<file path="config.mk">
export PLATFORM = sky130hd
export DESIGN_NAME = ddc_nco_decimator
export DESIGN_NICKNAME = d
export VERILOG_FILES = /design/src/ddc_pkg.sv /design/src/ddc_nco_decimator.sv /design/src/ddc_sine_rom.sv
export SDC_FILE = /design/constraint.sdc
export NUM_CORES = 2
export LEC_CHECK = 0
export ABC_CLOCK_PERIOD_IN_PS = 11500
export BUFFER_PORTS_ARGS = -buffer_cell sky130_fd_sc_hd__buf_2
export CORE_UTILIZATION = 41
export CTS_BUF_LIST = sky130_fd_sc_hd__clkbuf_8
export DETAILED_ROUTE_END_ITERATION = 12
export GPL_ROUTABILITY_DRIVEN = 0
export PLACE_DENSITY = 0.55
export REMOVE_ABC_BUFFERS = 1
export SLEW_MARGIN = 20
export SYNTH_ARGS = -nofsm -noshare
export SYNTH_HDL_FRONTEND = slang
export SYNTH_SLANG_ARGS = --single-unit
</file>
<file path="constraint.sdc">
create_clock -name clk_sys -period 11.5 [get_ports clk_sys]
set_input_delay 2.3 -clock clk_sys [delete_from_list [all_inputs] [get_ports clk_sys]]
set_output_delay 2.3 -clock clk_sys [all_outputs]
set_load 0.05 [all_outputs]
</file>
<file path="src/ddc_pkg.sv">
// Purpose: shared constants of the down-conversion path
// Assumes: one input sample per clk_sys cycle at most, flagged by a valid
// Notes:   register offsets are byte addresses of 32-bit words
package ddc_pkg;
	// widths
	localparam int SMP_W   = 14;
	localparam int ACC_W   = 20;
	localparam int SUM_W   = 25;
	localparam int FREQ_W  = 32;
	localparam int LUT_W   = 12;
	localparam int LUTA_W  = 6;
	localparam int ADDR_W  = 8;
	localparam int DATA_W  = 32;
	localparam int CNT_W   = 5;
	localparam int DEC_W   = 3;
	// register offsets
	localparam logic [7:0] OFS_CTRL   = 8'h00;
	localparam logic [7:0] OFS_DECIM  = 8'h04;
	localparam logic [7:0] OFS_FREQ   = 8'h08;
	localparam logic [7:0] OFS_STATUS = 8'h0C;
	localparam logic [7:0] OFS_ACTIVE = 8'h10;
	// control field positions
	localparam int CTRL_FILT_EN  = 0;
	localparam int CTRL_COMPLEX  = 1;
	localparam int CTRL_GAIN     = 2;
	localparam int CTRL_REMIX    = 3;
	localparam int CTRL_INVERT   = 4;
	localparam int CTRL_ALIGN_EN = 5;
	localparam int CTRL_RESTART  = 6;
	localparam int CTRL_SOFT_ALN = 7;
	localparam int CTRL_W        = 8;
	// status field positions
	localparam int STAT_ALIGNED  = 0;
	localparam int STAT_PIN      = 1;
	localparam int STAT_CNT_LO   = 8;
	// reset values and the largest decimation code
	localparam logic [7:0]  CTRL_RST  = 8'h00;
	localparam logic [2:0]  DECIM_RST = 3'h0;
	localparam logic [2:0]  DECIM_MAX = 3'h4;
	localparam logic [31:0] FREQ_RST  = 32'h0000_0000;
	// scaling of a raw sample into the 20-bit path
	localparam int SMP_SHIFT = 6;
endpackage : ddc_pkg

</file>
<file path="src/ddc_nco_decimator.sv">
// Purpose: oscillator, complex mixer, decimating filter, gain and quarter-rate remix
// Assumes: clk_sys is the sampling clock; host reads results from the out ports
// Notes:   filter is a boxcar accumulate-and-dump with 25-bit accumulators and 20-bit output
//
// What this block does
// - complex mode shifts by oscillator frequency, low-passes around zero, decimates
// - complex mode offers software-enabled 6 dB gain
// - real mode applies no shift, filters real part only, decimates
// - real mode offers software-enabled 3 dB gain
// - quarter-rate remix turns complex output into real stream at twice rate
// - 32-bit oscillator rotates positive by default, negative when selected
// - frequency word is signed, spanning minus to plus half sampling rate
// - in complex mode each real sample is multiplied by complex oscillator output
// - new frequency word takes effect only after restart bit toggle, soft align toggle or align pin rising edge
// - software can invert mixer phase, swapping rotation direction
// - decimation factors 2, 4, 8, 16, 32 give rate sampling rate over factor
// - real mode bandwidth is half the complex bandwidth
// - align enable turns shared powerdown pin into align input
// - align input is sampled on rising clock edge
// - alignment comes from register bit or pin, needed only with filter
// - alignment resets decimation dividers, keeping I and Q on same sample
// - without alignment the decimation dividers run free
// - alignment resets oscillator phase and loads pending word like restart
// - filter arithmetic runs at 25 bits; truncation to 20 bits happens after averaging
// - real mode bypasses the mixer; software should zero the word
//
// Chosen here: the strobed register port and the register addresses.
`timescale 1ns/1ps
`default_nettype none
module ddc_nco_decimator (
	// clock and reset
	input  wire logic                             clk_sys,
	input  wire logic                             rst,
	// register port
	input  wire logic [ddc_pkg::ADDR_W-1:0]       regAddr,
	input  wire logic [ddc_pkg::DATA_W-1:0]       regWrData,
	input  wire logic                             regWr,
	input  wire logic                             regRd,
	output logic      [ddc_pkg::DATA_W-1:0]       regRdData,
	// converter samples
	input  wire logic signed [ddc_pkg::SMP_W-1:0] smpIn,
	input  wire logic                             smpValid,
	// shared pin
	input  wire logic                             powerdown_or_align_pin,
	output logic                                  powerDown,
	// decimated stream
	output logic signed [ddc_pkg::ACC_W-1:0]      outI,
	output logic signed [ddc_pkg::ACC_W-1:0]      outQ,
	output logic                                  outValid,
	output logic                                  outReal
);
	typedef struct packed {
		logic [ddc_pkg::CTRL_W-1:0]         ctrl;
		logic [ddc_pkg::DEC_W-1:0]          decim;
		logic [ddc_pkg::FREQ_W-1:0]         freqPend;
		logic [ddc_pkg::FREQ_W-1:0]         freqAct;
		logic [ddc_pkg::FREQ_W-1:0]         phase;
		logic                               pinMeta;
		logic                               pinSync;
		logic                               pinPrev;
		logic                               restartPrev;
		logic                               softPrev;
		logic                               alignedSeen;
		logic signed [ddc_pkg::SMP_W-1:0]   smpD;
		logic                               smpDValid;
		logic signed [ddc_pkg::ACC_W-1:0]   mixI;
		logic signed [ddc_pkg::ACC_W-1:0]   mixQ;
		logic                               mixValid;
		logic [ddc_pkg::CNT_W-1:0]          decCnt;
		logic signed [ddc_pkg::SUM_W-1:0]   accI;
		logic signed [ddc_pkg::SUM_W-1:0]   accQ;
		logic [1:0]                         remixPh;
		logic signed [ddc_pkg::ACC_W-1:0]   remixHold;
		logic                               remixPend;
		logic signed [ddc_pkg::ACC_W-1:0]   outI;
		logic signed [ddc_pkg::ACC_W-1:0]   outQ;
		logic                               outValid;
		logic                               outReal;
		logic [ddc_pkg::DATA_W-1:0]         rdData;
		logic                               powerDown;
	} ddc_state_s;

	ddc_state_s st_r;
	ddc_state_s st_nxt;

	logic signed [ddc_pkg::LUT_W-1:0] romSin;
	logic signed [ddc_pkg::LUT_W-1:0] romCos;

	ddc_sine_rom u_rom (
		.clk_sys (clk_sys),
		.rst     (rst),
		.phase   (st_r.phase[ddc_pkg::FREQ_W-1 -: ddc_pkg::LUTA_W]),
		.sinOut  (romSin),
		.cosOut  (romCos)
	);

	// saturate a 22-bit value into the 20-bit path
	function automatic logic signed [ddc_pkg::ACC_W-1:0] sat20(input logic signed [21:0] v);
		logic signed [ddc_pkg::ACC_W-1:0] r;
		r = v[19:0];
		if (v > 22'sh07FFFF) begin
			r = 20'sh7FFFF;
		end else if (v < -22'sh080000) begin
			r = 20'sh80000;
		end
		return r;
	endfunction : sat20

	// compensation gain: doubling in complex mode, about root two in real mode
	function automatic logic signed [ddc_pkg::ACC_W-1:0] gain(input logic signed [ddc_pkg::ACC_W-1:0] v,
		input logic en, input logic cplx);
		logic signed [21:0] w;
		logic signed [21:0] r;
		w = {{2{v[19]}}, v};
		r = w;
		if (en && cplx) begin
			r = w <<< 1;
		end else if (en) begin
			r = w + (w >>> 2) + (w >>> 3) + (w >>> 5);
		end
		return sat20(r);
	endfunction : gain

	logic                               restartEv;
	logic                               alignEv;
	logic                               loadEv;
	logic                               cplxMode;
	logic [ddc_pkg::CNT_W-1:0]          lastCnt;
	logic signed [ddc_pkg::SMP_W+ddc_pkg::LUT_W-1:0] prodI;
	logic signed [ddc_pkg::SMP_W+ddc_pkg::LUT_W-1:0] prodQ;
	logic signed [ddc_pkg::SUM_W-1:0]   sumI;
	logic signed [ddc_pkg::SUM_W-1:0]   sumQ;
	logic signed [ddc_pkg::SUM_W-1:0]   avgI;
	logic signed [ddc_pkg::SUM_W-1:0]   avgQ;
	logic signed [ddc_pkg::ACC_W-1:0]   gI;
	logic signed [ddc_pkg::ACC_W-1:0]   gQ;
	logic signed [ddc_pkg::ACC_W-1:0]   smpWide;

	always_comb begin
		st_nxt = st_r;
		cplxMode = st_r.ctrl[ddc_pkg::CTRL_COMPLEX];
		lastCnt = (5'h02 << st_r.decim) - 5'h01;
		// pin synchroniser and edge detect
		st_nxt.pinMeta = powerdown_or_align_pin;
		st_nxt.pinSync = st_r.pinMeta;
		st_nxt.pinPrev = st_r.pinSync;
		st_nxt.powerDown = st_r.ctrl[ddc_pkg::CTRL_ALIGN_EN] ? 1'b0 : st_r.pinSync;
		// toggle of either control bit is an event
		restartEv = st_r.ctrl[ddc_pkg::CTRL_RESTART] != st_r.restartPrev;
		alignEv = (st_r.ctrl[ddc_pkg::CTRL_SOFT_ALN] != st_r.softPrev)
			|| (st_r.ctrl[ddc_pkg::CTRL_ALIGN_EN] && st_r.pinSync && !st_r.pinPrev);
		loadEv = restartEv || alignEv;
		st_nxt.restartPrev = st_r.ctrl[ddc_pkg::CTRL_RESTART];
		st_nxt.softPrev = st_r.ctrl[ddc_pkg::CTRL_SOFT_ALN];
		if (alignEv) begin
			st_nxt.alignedSeen = 1'b1;
		end
		// register port
		st_nxt.rdData = '0;
		if (regWr) begin
			if (regAddr == ddc_pkg::OFS_CTRL) begin
				st_nxt.ctrl = regWrData[ddc_pkg::CTRL_W-1:0];
			end else if (regAddr == ddc_pkg::OFS_DECIM) begin
				st_nxt.decim = (regWrData[2:0] > ddc_pkg::DECIM_MAX) ? ddc_pkg::DECIM_MAX : regWrData[2:0];
			end else if (regAddr == ddc_pkg::OFS_FREQ) begin
				st_nxt.freqPend = regWrData;
			end
		end
		if (regRd) begin
			if (regAddr == ddc_pkg::OFS_CTRL) begin
				st_nxt.rdData = {24'h000000, st_r.ctrl};
			end else if (regAddr == ddc_pkg::OFS_DECIM) begin
				st_nxt.rdData = {29'h00000000, st_r.decim};
			end else if (regAddr == ddc_pkg::OFS_FREQ) begin
				st_nxt.rdData = st_r.freqPend;
			end else if (regAddr == ddc_pkg::OFS_STATUS) begin
				st_nxt.rdData = '0;
				st_nxt.rdData[ddc_pkg::STAT_ALIGNED] = st_r.alignedSeen;
				st_nxt.rdData[ddc_pkg::STAT_PIN] = st_r.pinSync;
				st_nxt.rdData[ddc_pkg::STAT_CNT_LO +: ddc_pkg::CNT_W] = st_r.decCnt;
			end else if (regAddr == ddc_pkg::OFS_ACTIVE) begin
				st_nxt.rdData = st_r.freqAct;
			end
		end
		// oscillator: wraps naturally at 32 bits, word is two's complement
		if (loadEv) begin
			st_nxt.phase = '0;
			st_nxt.freqAct = st_r.freqPend;
		end else if (smpValid) begin
			st_nxt.phase = st_r.phase + st_r.freqAct;
		end
		// delay samples one cycle to meet the table output
		st_nxt.smpD = smpIn;
		st_nxt.smpDValid = smpValid;
		// mixer
		prodI = st_r.smpD * romCos;
		prodQ = st_r.smpD * romSin;
		smpWide = {{(ddc_pkg::ACC_W-ddc_pkg::SMP_W-ddc_pkg::SMP_SHIFT){st_r.smpD[ddc_pkg::SMP_W-1]}},
			st_r.smpD, 6'h00};
		st_nxt.mixValid = st_r.smpDValid;
		if (cplxMode) begin
			st_nxt.mixI = prodI[24:5];
			st_nxt.mixQ = st_r.ctrl[ddc_pkg::CTRL_INVERT] ? -prodQ[24:5] : prodQ[24:5];
		end else begin
			st_nxt.mixI = smpWide;
			st_nxt.mixQ = '0;
		end
		// accumulate and dump
		sumI = st_r.accI + {{(ddc_pkg::SUM_W-ddc_pkg::ACC_W){st_r.mixI[19]}}, st_r.mixI};
		sumQ = st_r.accQ + {{(ddc_pkg::SUM_W-ddc_pkg::ACC_W){st_r.mixQ[19]}}, st_r.mixQ};
		avgI = sumI >>> ({2'b00, st_r.decim} + 5'h01);
		avgQ = sumQ >>> ({2'b00, st_r.decim} + 5'h01);
		gI = gain(avgI[19:0], st_r.ctrl[ddc_pkg::CTRL_GAIN], cplxMode);
		gQ = gain(avgQ[19:0], st_r.ctrl[ddc_pkg::CTRL_GAIN], cplxMode);
		st_nxt.outValid = 1'b0;
		// remix only runs behind the filter, so a bypassed complex stream stays complex
		st_nxt.outReal = !cplxMode || (st_r.ctrl[ddc_pkg::CTRL_REMIX] && st_r.ctrl[ddc_pkg::CTRL_FILT_EN]);
		if (!st_r.ctrl[ddc_pkg::CTRL_FILT_EN]) begin
			st_nxt.remixPend = 1'b0;
			if (st_r.mixValid) begin
				st_nxt.outI = st_r.mixI;
				st_nxt.outQ = st_r.mixQ;
				st_nxt.outValid = 1'b1;
			end
		end else begin
			// second remix sample of a pair goes out the cycle after the first
			if (st_r.remixPend) begin
				st_nxt.remixPend = 1'b0;
				st_nxt.outI = st_r.remixHold;
				st_nxt.outQ = '0;
				st_nxt.outValid = 1'b1;
			end
			if (st_r.mixValid) begin
				if (st_r.decCnt >= lastCnt) begin
					st_nxt.decCnt = '0;
					st_nxt.accI = '0;
					st_nxt.accQ = '0;
					if (cplxMode && st_r.ctrl[ddc_pkg::CTRL_REMIX]) begin
						// rotate by a quarter turn per real output sample
						st_nxt.outI = st_r.remixPh[1] ? -gI : gI;
						st_nxt.remixHold = st_r.remixPh[1] ? gQ : -gQ;
						st_nxt.remixPh = st_r.remixPh + 2'h2;
						st_nxt.remixPend = 1'b1;
						st_nxt.outQ = '0;
					end else begin
						st_nxt.outI = gI;
						st_nxt.outQ = cplxMode ? gQ : '0;
					end
					st_nxt.outValid = 1'b1;
				end else begin
					st_nxt.decCnt = st_r.decCnt + 5'h01;
					st_nxt.accI = sumI;
					st_nxt.accQ = sumQ;
				end
			end
		end
		if (alignEv) begin
			// both paths restart together, so I and Q stay on one sample
			st_nxt.decCnt = '0;
			st_nxt.accI = '0;
			st_nxt.accQ = '0;
			st_nxt.remixPh = '0;
		end
	end

	always_ff @(posedge clk_sys or posedge rst) begin
		if (rst) begin
			st_r <= '0;
			st_r.ctrl <= ddc_pkg::CTRL_RST;
			st_r.decim <= ddc_pkg::DECIM_RST;
			st_r.freqPend <= ddc_pkg::FREQ_RST;
			st_r.freqAct <= ddc_pkg::FREQ_RST;
		end else begin
			st_r <= st_nxt;
		end
	end

	assign regRdData = st_r.rdData;
	assign powerDown = st_r.powerDown;
	assign outI      = st_r.outI;
	assign outQ      = st_r.outQ;
	assign outValid  = st_r.outValid;
	assign outReal   = st_r.outReal;
endmodule : ddc_nco_decimator
`default_nettype wire

</file>
<file path="src/ddc_sine_rom.sv">
// Purpose: quarter-wave sine and cosine table, registered outputs
// Assumes: 64 phase steps per turn
// Notes:   one cycle from phase to data
`timescale 1ns/1ps
`default_nettype none
module ddc_sine_rom (
	// clock and reset
	input  wire logic                              clk_sys,
	input  wire logic                              rst,
	// phase in
	input  wire logic [ddc_pkg::LUTA_W-1:0]        phase,
	// table out
	output logic signed [ddc_pkg::LUT_W-1:0]       sinOut,
	output logic signed [ddc_pkg::LUT_W-1:0]       cosOut
);
	typedef struct packed {
		logic signed [ddc_pkg::LUT_W-1:0] sinV;
		logic signed [ddc_pkg::LUT_W-1:0] cosV;
	} ddc_rom_s;

	ddc_rom_s st_r;
	ddc_rom_s st_nxt;

	function automatic logic signed [ddc_pkg::LUT_W-1:0] quarter(input logic [4:0] i);
		logic signed [ddc_pkg::LUT_W-1:0] v;
		v = 12'sh000;
		case (i)
			5'h00: v = 12'sh000;
			5'h01: v = 12'sh0C9;
			5'h02: v = 12'sh18F;
			5'h03: v = 12'sh252;
			5'h04: v = 12'sh30F;
			5'h05: v = 12'sh3C5;
			5'h06: v = 12'sh471;
			5'h07: v = 12'sh513;
			5'h08: v = 12'sh5A7;
			5'h09: v = 12'sh62E;
			5'h0A: v = 12'sh6A6;
			5'h0B: v = 12'sh70D;
			5'h0C: v = 12'sh763;
			5'h0D: v = 12'sh7A7;
			5'h0E: v = 12'sh7D8;
			5'h0F: v = 12'sh7F5;
			default: v = 12'sh7FF;
		endcase
		return v;
	endfunction : quarter

	function automatic logic signed [ddc_pkg::LUT_W-1:0] sine(input logic [ddc_pkg::LUTA_W-1:0] p);
		logic [4:0]                       idx;
		logic signed [ddc_pkg::LUT_W-1:0] m;
		idx = p[4] ? (5'h10 - {1'b0, p[3:0]}) : {1'b0, p[3:0]};
		m = quarter(idx);
		return p[5] ? -m : m;
	endfunction : sine

	always_comb begin
		st_nxt      = st_r;
		st_nxt.sinV = sine(phase);
		st_nxt.cosV = sine(phase + 6'h10);
	end

	always_ff @(posedge clk_sys or posedge rst) begin
		if (rst) begin
			st_r <= '0;
		end else begin
			st_r <= st_nxt;
		end
	end

	assign sinOut = st_r.sinV;
	assign cosOut = st_r.cosV;
endmodule : ddc_sine_rom
`default_nettype wire

</file>
**After elaboration in Yosys (flattened, before gate mapping)**

Memories as Yosys holds them, arrays and structs flattened.
Index checks and enable logic that the tools add are counted.

- Register bits after elaboration: 346
- Memory bits (read-only): 352
- Input port bits: 60
- Output and inout bits: 75
- Logic and storage cells: 134
- Memories kept: 2

Memories:

| memory | depth | width | read ports | clocked after memory_dff | write ports | line | RTL |
|---|---|---|---|---|---|---|---|
| (name not given) | 16 | 11 | 1 | 0 | 0 | ddc_sine_rom.sv:27 | `case (i)` |
| (name not given) | 16 | 11 | 1 | 0 | 0 | ddc_sine_rom.sv:27 |  |

- Add/subtract/negate cells: 21
- Multipliers: 2
- $lt $le $gt $ge: 6
- Equality and inequality tests: 6
- Shifts and indexed selects: 3
- Mux-type cells: 39
- Bitwise logic cells: 2
- Reduce and logical (&&, ||, !) cells: 23

Operator list:

| operator | number |
|---|---|
| 2-to-1 mux 32 bit | 8 |
| 2-to-1 mux 20 bit | 8 |
| 2-to-1 mux 119 bit | 1 |
| 2-to-1 mux 22 bit | 4 |
| 2-to-1 mux 41 bit | 2 |
| 2-to-1 mux 40 bit | 2 |
| 2-to-1 mux 77 bit | 1 |
| 2-to-1 mux 64 bit | 1 |
| negator 20 bit | 3 |
| 2-to-1 mux 57 bit | 1 |
| 2-to-1 mux 55 bit | 1 |
| adder 25 bit | 2 |
| multiplier 14 x 12 -> 25 bit | 2 |
| >>> shifter 25 x 4 -> 20 bit | 2 |
| 2-to-1 mux 12 bit | 4 |
| adder 21 x 17 -> 22 bit | 2 |
| adder 22 x 15 -> 22 bit | 2 |
| > comparator 22 x 20 -> 1 bit, second input constant | 2 |
| less-than comparator 22 x 20 -> 1 bit, second input constant | 2 |
| adder 20 x 18 -> 21 bit | 2 |
| 2-to-1 mux 42 bit | 1 |
| adder 32 bit | 1 |
| negator 12 bit | 2 |
| 2-to-1 mux 23 bit | 1 |
| 25 further kinds | 45 |

**Depth between registers and ports, before layout**

- Depth in word-level cells: 17
- Depth in mapped cells: 43
- Depth with buffers taken out: 36

**Modules after synthesis**

A second synthesis with hierarchy kept.

- Cell total of the unflattened synthesis: 4896
- Area, all modules: 42055.3 um2

Modules (own cells, without submodules):

| module | times used | cells each | area an instance (um2) | seq. area each (um2) |
|---|---|---|---|---|
| ddc_nco_decimator | 1 | 4600 | 39815.7 | 8032.7 |
| ddc_sine_rom | 1 | 296 | 2239.6 | 600.6 |

**Worst setup path before layout**

No wires, ideal clock.

- Path kind: reg2reg
- Start: register st_r[311] (netlist name)
- End: register st_r[92] (netlist name)
- Library setup time: 0.132 ns
- Arrival time: 9.796 ns
- Setup slack: 1.572 ns
- Cell stages (with the launch flop): 42
- Buffers on the path: 12
- Period minus slack after synthesis: 9.928 ns
- Cells stage by stage: dfrtp_1 > clkinv_1 > clkbuf_1 > clkbuf_1 > clkbuf_1 > buf_1 > ha_1 > clkbuf_1 > clkbuf_1 > clkbuf_1 > buf_1 > buf_1 > clkbuf_1 > nor2_1 > a21oi_1 > a31oi_1 > a21oi_1 > inv_1 > [... 6 more ...] > a211oi_1 > nor4_1 > nor3b_1 > or2_2 > a221oi_1 > or3b_1 > a211oi_2 > buf_2 > clkbuf_1 > a21o_1 > nand2_1 > inv_1 > ha_1 > nand2_1 > nor4_1 > a21oi_1 > xor2_1 > o21ai_1

- Word-level cells in the longest chain between the ends: 12
- Elaborated cells between the ends (all ways): 17
- Classes of those cells: 6 x add/sub; 3 x order compare; 2 x shift; 5 x mux; 1 x reduce/logical

RTL lines:

| element | line | RTL |
|---|---|---|
| start, declared | ddc_nco_decimator.sv:83 | `ddc_state_s st_r;` |
| start signal, assigned | ddc_nco_decimator.sv:274 | `st_r <= st_nxt;` |
| adder 3 x 1 -> 4 bit | ddc_nco_decimator.sv:212 | `avgQ = sumQ >>> ({2'b00, st_r.decim} + 5'h01);` |
| >>> shifter 25 x 4 -> 20 bit | ddc_nco_decimator.sv:212 |  |
| adder 20 x 18 -> 21 bit | ddc_nco_decimator.sv:119 | `r = w + (w >>> 2) + (w >>> 3) + (w >>> 5);` |
| adder 21 x 17 -> 22 bit | ddc_nco_decimator.sv:119 |  |
| adder 22 x 15 -> 22 bit | ddc_nco_decimator.sv:119 |  |
| 2-to-1 mux 22 bit | ddc_nco_decimator.sv:118 | `end else if (en) begin` |
| 2-to-1 mux 22 bit | ddc_nco_decimator.sv:116 | `if (en && cplx) begin` |
| less-than comparator 22 x 20 -> 1 bit | ddc_nco_decimator.sv:103 | `end else if (v < -22'sh080000) begin` |
| 2-to-1 mux 20 bit | ddc_nco_decimator.sv:103 |  |
| 2-to-1 mux 20 bit | ddc_nco_decimator.sv:101 | `if (v > 22'sh07FFFF) begin` |
| negator 20 bit | ddc_nco_decimator.sv:241 | `st_nxt.remixHold = st_r.remixPh[1] ? gQ : -gQ;` |
| 2-to-1 mux 20 bit | ddc_nco_decimator.sv:241 |  |

Several ways; a longest one is shown, not always the timed one.
A chain may end at the register's enable or synchronous reset.

**Final worst setup path**

- Start: register st_r[102] (netlist name)
- End: register st_r[92] (netlist name)

- Word-level cells in the longest chain between the ends: 12
- Elaborated cells between the ends (all ways): 13
- Classes of those cells: 5 x add/sub; 2 x order compare; 1 x shift; 5 x mux

RTL lines:

| element | line | RTL |
|---|---|---|
| adder 25 bit * | ddc_nco_decimator.sv:210 | `sumQ = st_r.accQ + {{(ddc_pkg::SUM_W-ddc_pkg::ACC_W){st_r.mixQ[19]}}, st_r.mixQ};` |
| >>> shifter 25 x 4 -> 20 bit * | ddc_nco_decimator.sv:212 |  |
| adder 20 x 18 -> 21 bit | ddc_nco_decimator.sv:119 |  |
| adder 21 x 17 -> 22 bit | ddc_nco_decimator.sv:119 |  |
| adder 22 x 15 -> 22 bit | ddc_nco_decimator.sv:119 |  |
| 2-to-1 mux 22 bit | ddc_nco_decimator.sv:118 |  |
| 2-to-1 mux 22 bit * | ddc_nco_decimator.sv:116 |  |
| less-than comparator 22 x 20 -> 1 bit | ddc_nco_decimator.sv:103 |  |
| 2-to-1 mux 20 bit | ddc_nco_decimator.sv:103 |  |
| 2-to-1 mux 20 bit * | ddc_nco_decimator.sv:101 |  |
| negator 20 bit | ddc_nco_decimator.sv:241 |  |
| 2-to-1 mux 20 bit * | ddc_nco_decimator.sv:241 |  |

Mark *: on every way between the ends. The rest lies on a longest branch, timed or not.

==> run summary <==
CTS Hold Bufs - 0
commonest non-fill, non-tap cell in the layout - inv_1
Top Ports - 135
RR Startpoint - st_r[102]$_DFFE_PP0P_
IO Port Bufs - 134
initial antenna violation count - 5
total core area - 98560 µm²
cell accounting for the most synthesized area - dfrtp_1
CP endpoint - st_r[92]$_DFFE_PP0P_
highest clock rate - 0.09475 GHz
die area - 101000 µm²
nets - 5344
post-synthesis xor/xnor area fraction - 5.093%
critical path's slowest cell - a311oi_1
Die Height - 317.9 µm
R2R Setup Slk - 0.95 ns
register bit total from synthesis - 345
Routed WL - 133100 µm
Crit. End Element - register
type of origin of the critical path - register
number of synthesized flops with an enable pin - 0
WP data required - 12.13 ns
CTS clk-pin slew, worst paths - 0.06 ns
worst rel slew slack - 27.96%
Simple-Gate Fraction of Synth Area - 15.82%
final setup violation count - 0
Worst path most repeated cell - ha_1
htree depth - 3
clk_lat worst skew - 0.74 ns
max_cap viols - 0
reg2reg end - st_r[92]$_DFFE_PP0P_
via count - 34990
CTS tree - done
first-pass GRT wire length - 205600 µm
per-cell routed wire length - 22.13 µm
final setup TNS - 0 ns
clk buf depth - 3
DR DRC count - 0
Critical path origin - st_r[102]$_DFFE_PP0P_
post-synthesis mux area share - 5.799%
setup bufs post-CTS - 0
Synth Area in Compound Gates - 18.62%
CTS buffer count - 69
CP Max Fanout - 17
vias in the first global route - 34150
largest net degree at the start of global routing - 132
Reg2Reg Depth - 31
syn_area_per_cell - 8.661 µm²
vias per cell - 5.817
Initial DRT Pass Iterations - 6
Mapped Area - 40910 µm²
synth top area cells - dfrtp_1 (21%), fa_1 (18%), ha_1 (7.6%), nand2_1 (4.5%), inv_1 (4.4%)
asr flop ratio synth - 100.0%
status - complete, no violations
critical path class - reg2reg
HPWL after detailed placement - 101200 µm
Post-DP Area - 42260 µm²
slowest stage delay, CP - 0.81 ns
final hold vios - 0
Syn-to-layout area delta - 7.063%
yosys warns - 0
Synth Area in Adders - 25.51%
Yosys cell types - 93
antenna-violating nets left - 0
Final Critical Period - 10.55 ns
Synth Flop Type - dfrtp_1
Resized Gates After CTS - 0
largest family of logic cells by synthesized area - adder cells
total clock sinks - 345
CP arrival - 11.18 ns
DR iter-0 viols - 3094
RSZ-0062 raised after global routing - false
Root Driver - clkbuf_8
Final Slew Violations - 0
Overflow after GRT - 0
hold path startpoint - st_nxt[213]$_DFF_PP0_
final worst-path cycle share - 91.78%
design area - 43800 µm²
num rows - 115
Initial Util - 41.50%
worst slew pin tran - 1.079 ns
Hold Crit Class - reg2reg
smallest hold slack - 0.3452 ns
commonest cells after routing, fill and taps aside - inv_1 (490), nand2_1 (487), fa_1 (361)
Die Wd - 317.9 µm
Synth top area share - 21.10%
gr usage total - 26.13%
share of the yosys chip area belonging to registers - 21.10%
Syn Inst Count - 4723
final clock skew - 0.07999 ns
ratio of cells with drive above 1 in the final layout - 10.20%
per-stage QoR:
| step | utilization [%] | instances | setup slack (ns) |
|---|---|---|---|
| 2_1_floorplan | - | 4406 | -1.258 |
| 3_3_place_gp | 42.88 | 5889 | 1.482 |
| 3_5_place_dp | 42.88 | 5889 | 1.224 |
| 4_1_cts | 44.41 | 6011 | 1.149 |
| 5_1_grt | 44.43 | 6012 | 0.1228 |
| 6_report | 44.43 | 6015 | 0.9455 |
registers in the layout (all words and copies together), names as in the netlist:
name / flops
st_r: 226
regRdData: 32
outI: 20
outQ: 20
smpWide: 14
u_rom.cosOut: 12
u_rom.sinOut: 12
st_nxt: 5
cplxMode: 1
outReal: 1
outValid: 1
powerDown: 1
how the worst min path moves through the flow:
stage	to	slack (ns)	depth (start not counted)
after floorplan	st_nxt[212]$_DFF_PP0_	0.33	0
after global placement	st_r[153]$_DFF_PP0_	0.33	0
after detailed placement	st_nxt[212]$_DFF_PP0_	0.33	0
after CTS	st_nxt[212]$_DFF_PP0_	0.34	0
after global routing	st_r[153]$_DFF_PP0_	0.36	0
final	st_nxt[212]$_DFF_PP0_	0.35	0
kinds of logic after synthesis:
| kind of cell | Yosys count |
|---|---|
| multiplexers | 216 |
| adder cells (fa/ha/maj) | 619 |
| AO/OA/AOI/OAI | 1126 |
| XOR/XNOR | 237 |
| flip-flops | 345 |
| buffers and inverters | 802 |
| AND/OR/NAND/NOR | 1378 |
cell usage after synthesis (37+ instances only):
| cell type | instances |
|---|---|
| nand2_1 | 487 |
| inv_1 | 480 |
| fa_1 | 361 |
| dfrtp_1 | 345 |
| nor2_1 | 330 |
| ha_1 | 250 |
| a21oi_1 | 243 |
| o21ai_0 | 235 |
| clkbuf_1 | 208 |
| xnor2_1 | 161 |
| and2_1 | 127 |
| nor3_1 | 111 |
| mux2_2 | 105 |
| mux2i_1 | 104 |
| xor2_1 | 75 |
| buf_4 | 72 |
| a21o_1 | 69 |
| nand3_1 | 66 |
| nand2b_1 | 57 |
| a211oi_1 | 55 |
| a31oi_1 | 44 |
| a22oi_1 | 39 |
| o211ai_1 | 39 |
| a221oi_1 | 37 |
| o21bai_1 | 37 |
cell type report:
class                           count  area (µm²)
Clock inverter                     42       412.9
Tap cell                         1287        1610
Sequential cell                   345        8640
Timing Repair Buffer              196        1161
Fill cell                        9797       54770
Multi-Input combinational cell   3576       29030
Inverter                          485        1828
Antenna cell                        4       10.01
Clock buffer                       80        1101
critical path: cells and delay by family (launching register included):
| kind | cells | cell delay (ns) |
|---|---|---|
| AO/OA/AOI/OAI | 12 | 4.00 |
| AND/OR/NAND/NOR | 9 | 2.94 |
| adder cells (fa/ha/maj) | 5 | 1.85 |
| multiplexers | 2 | 0.93 |
| flip-flops | 1 | 0.38 |
| buffers and inverters | 2 | 0.18 |
| XOR/XNOR | 1 | 0.18 |
routing by layer:
layer / global-route usage (%) / part of all wire (%)
met5: 0 / 0.0083
met4: 12.20 / 5.0
met3: 4.700 / 6.9
met2: 40.40 / 45
met1: 35.42 / 43
Power is not shown: default switching activity piles up to over one toggle a cycle in this logic, so the estimate is an artifact.
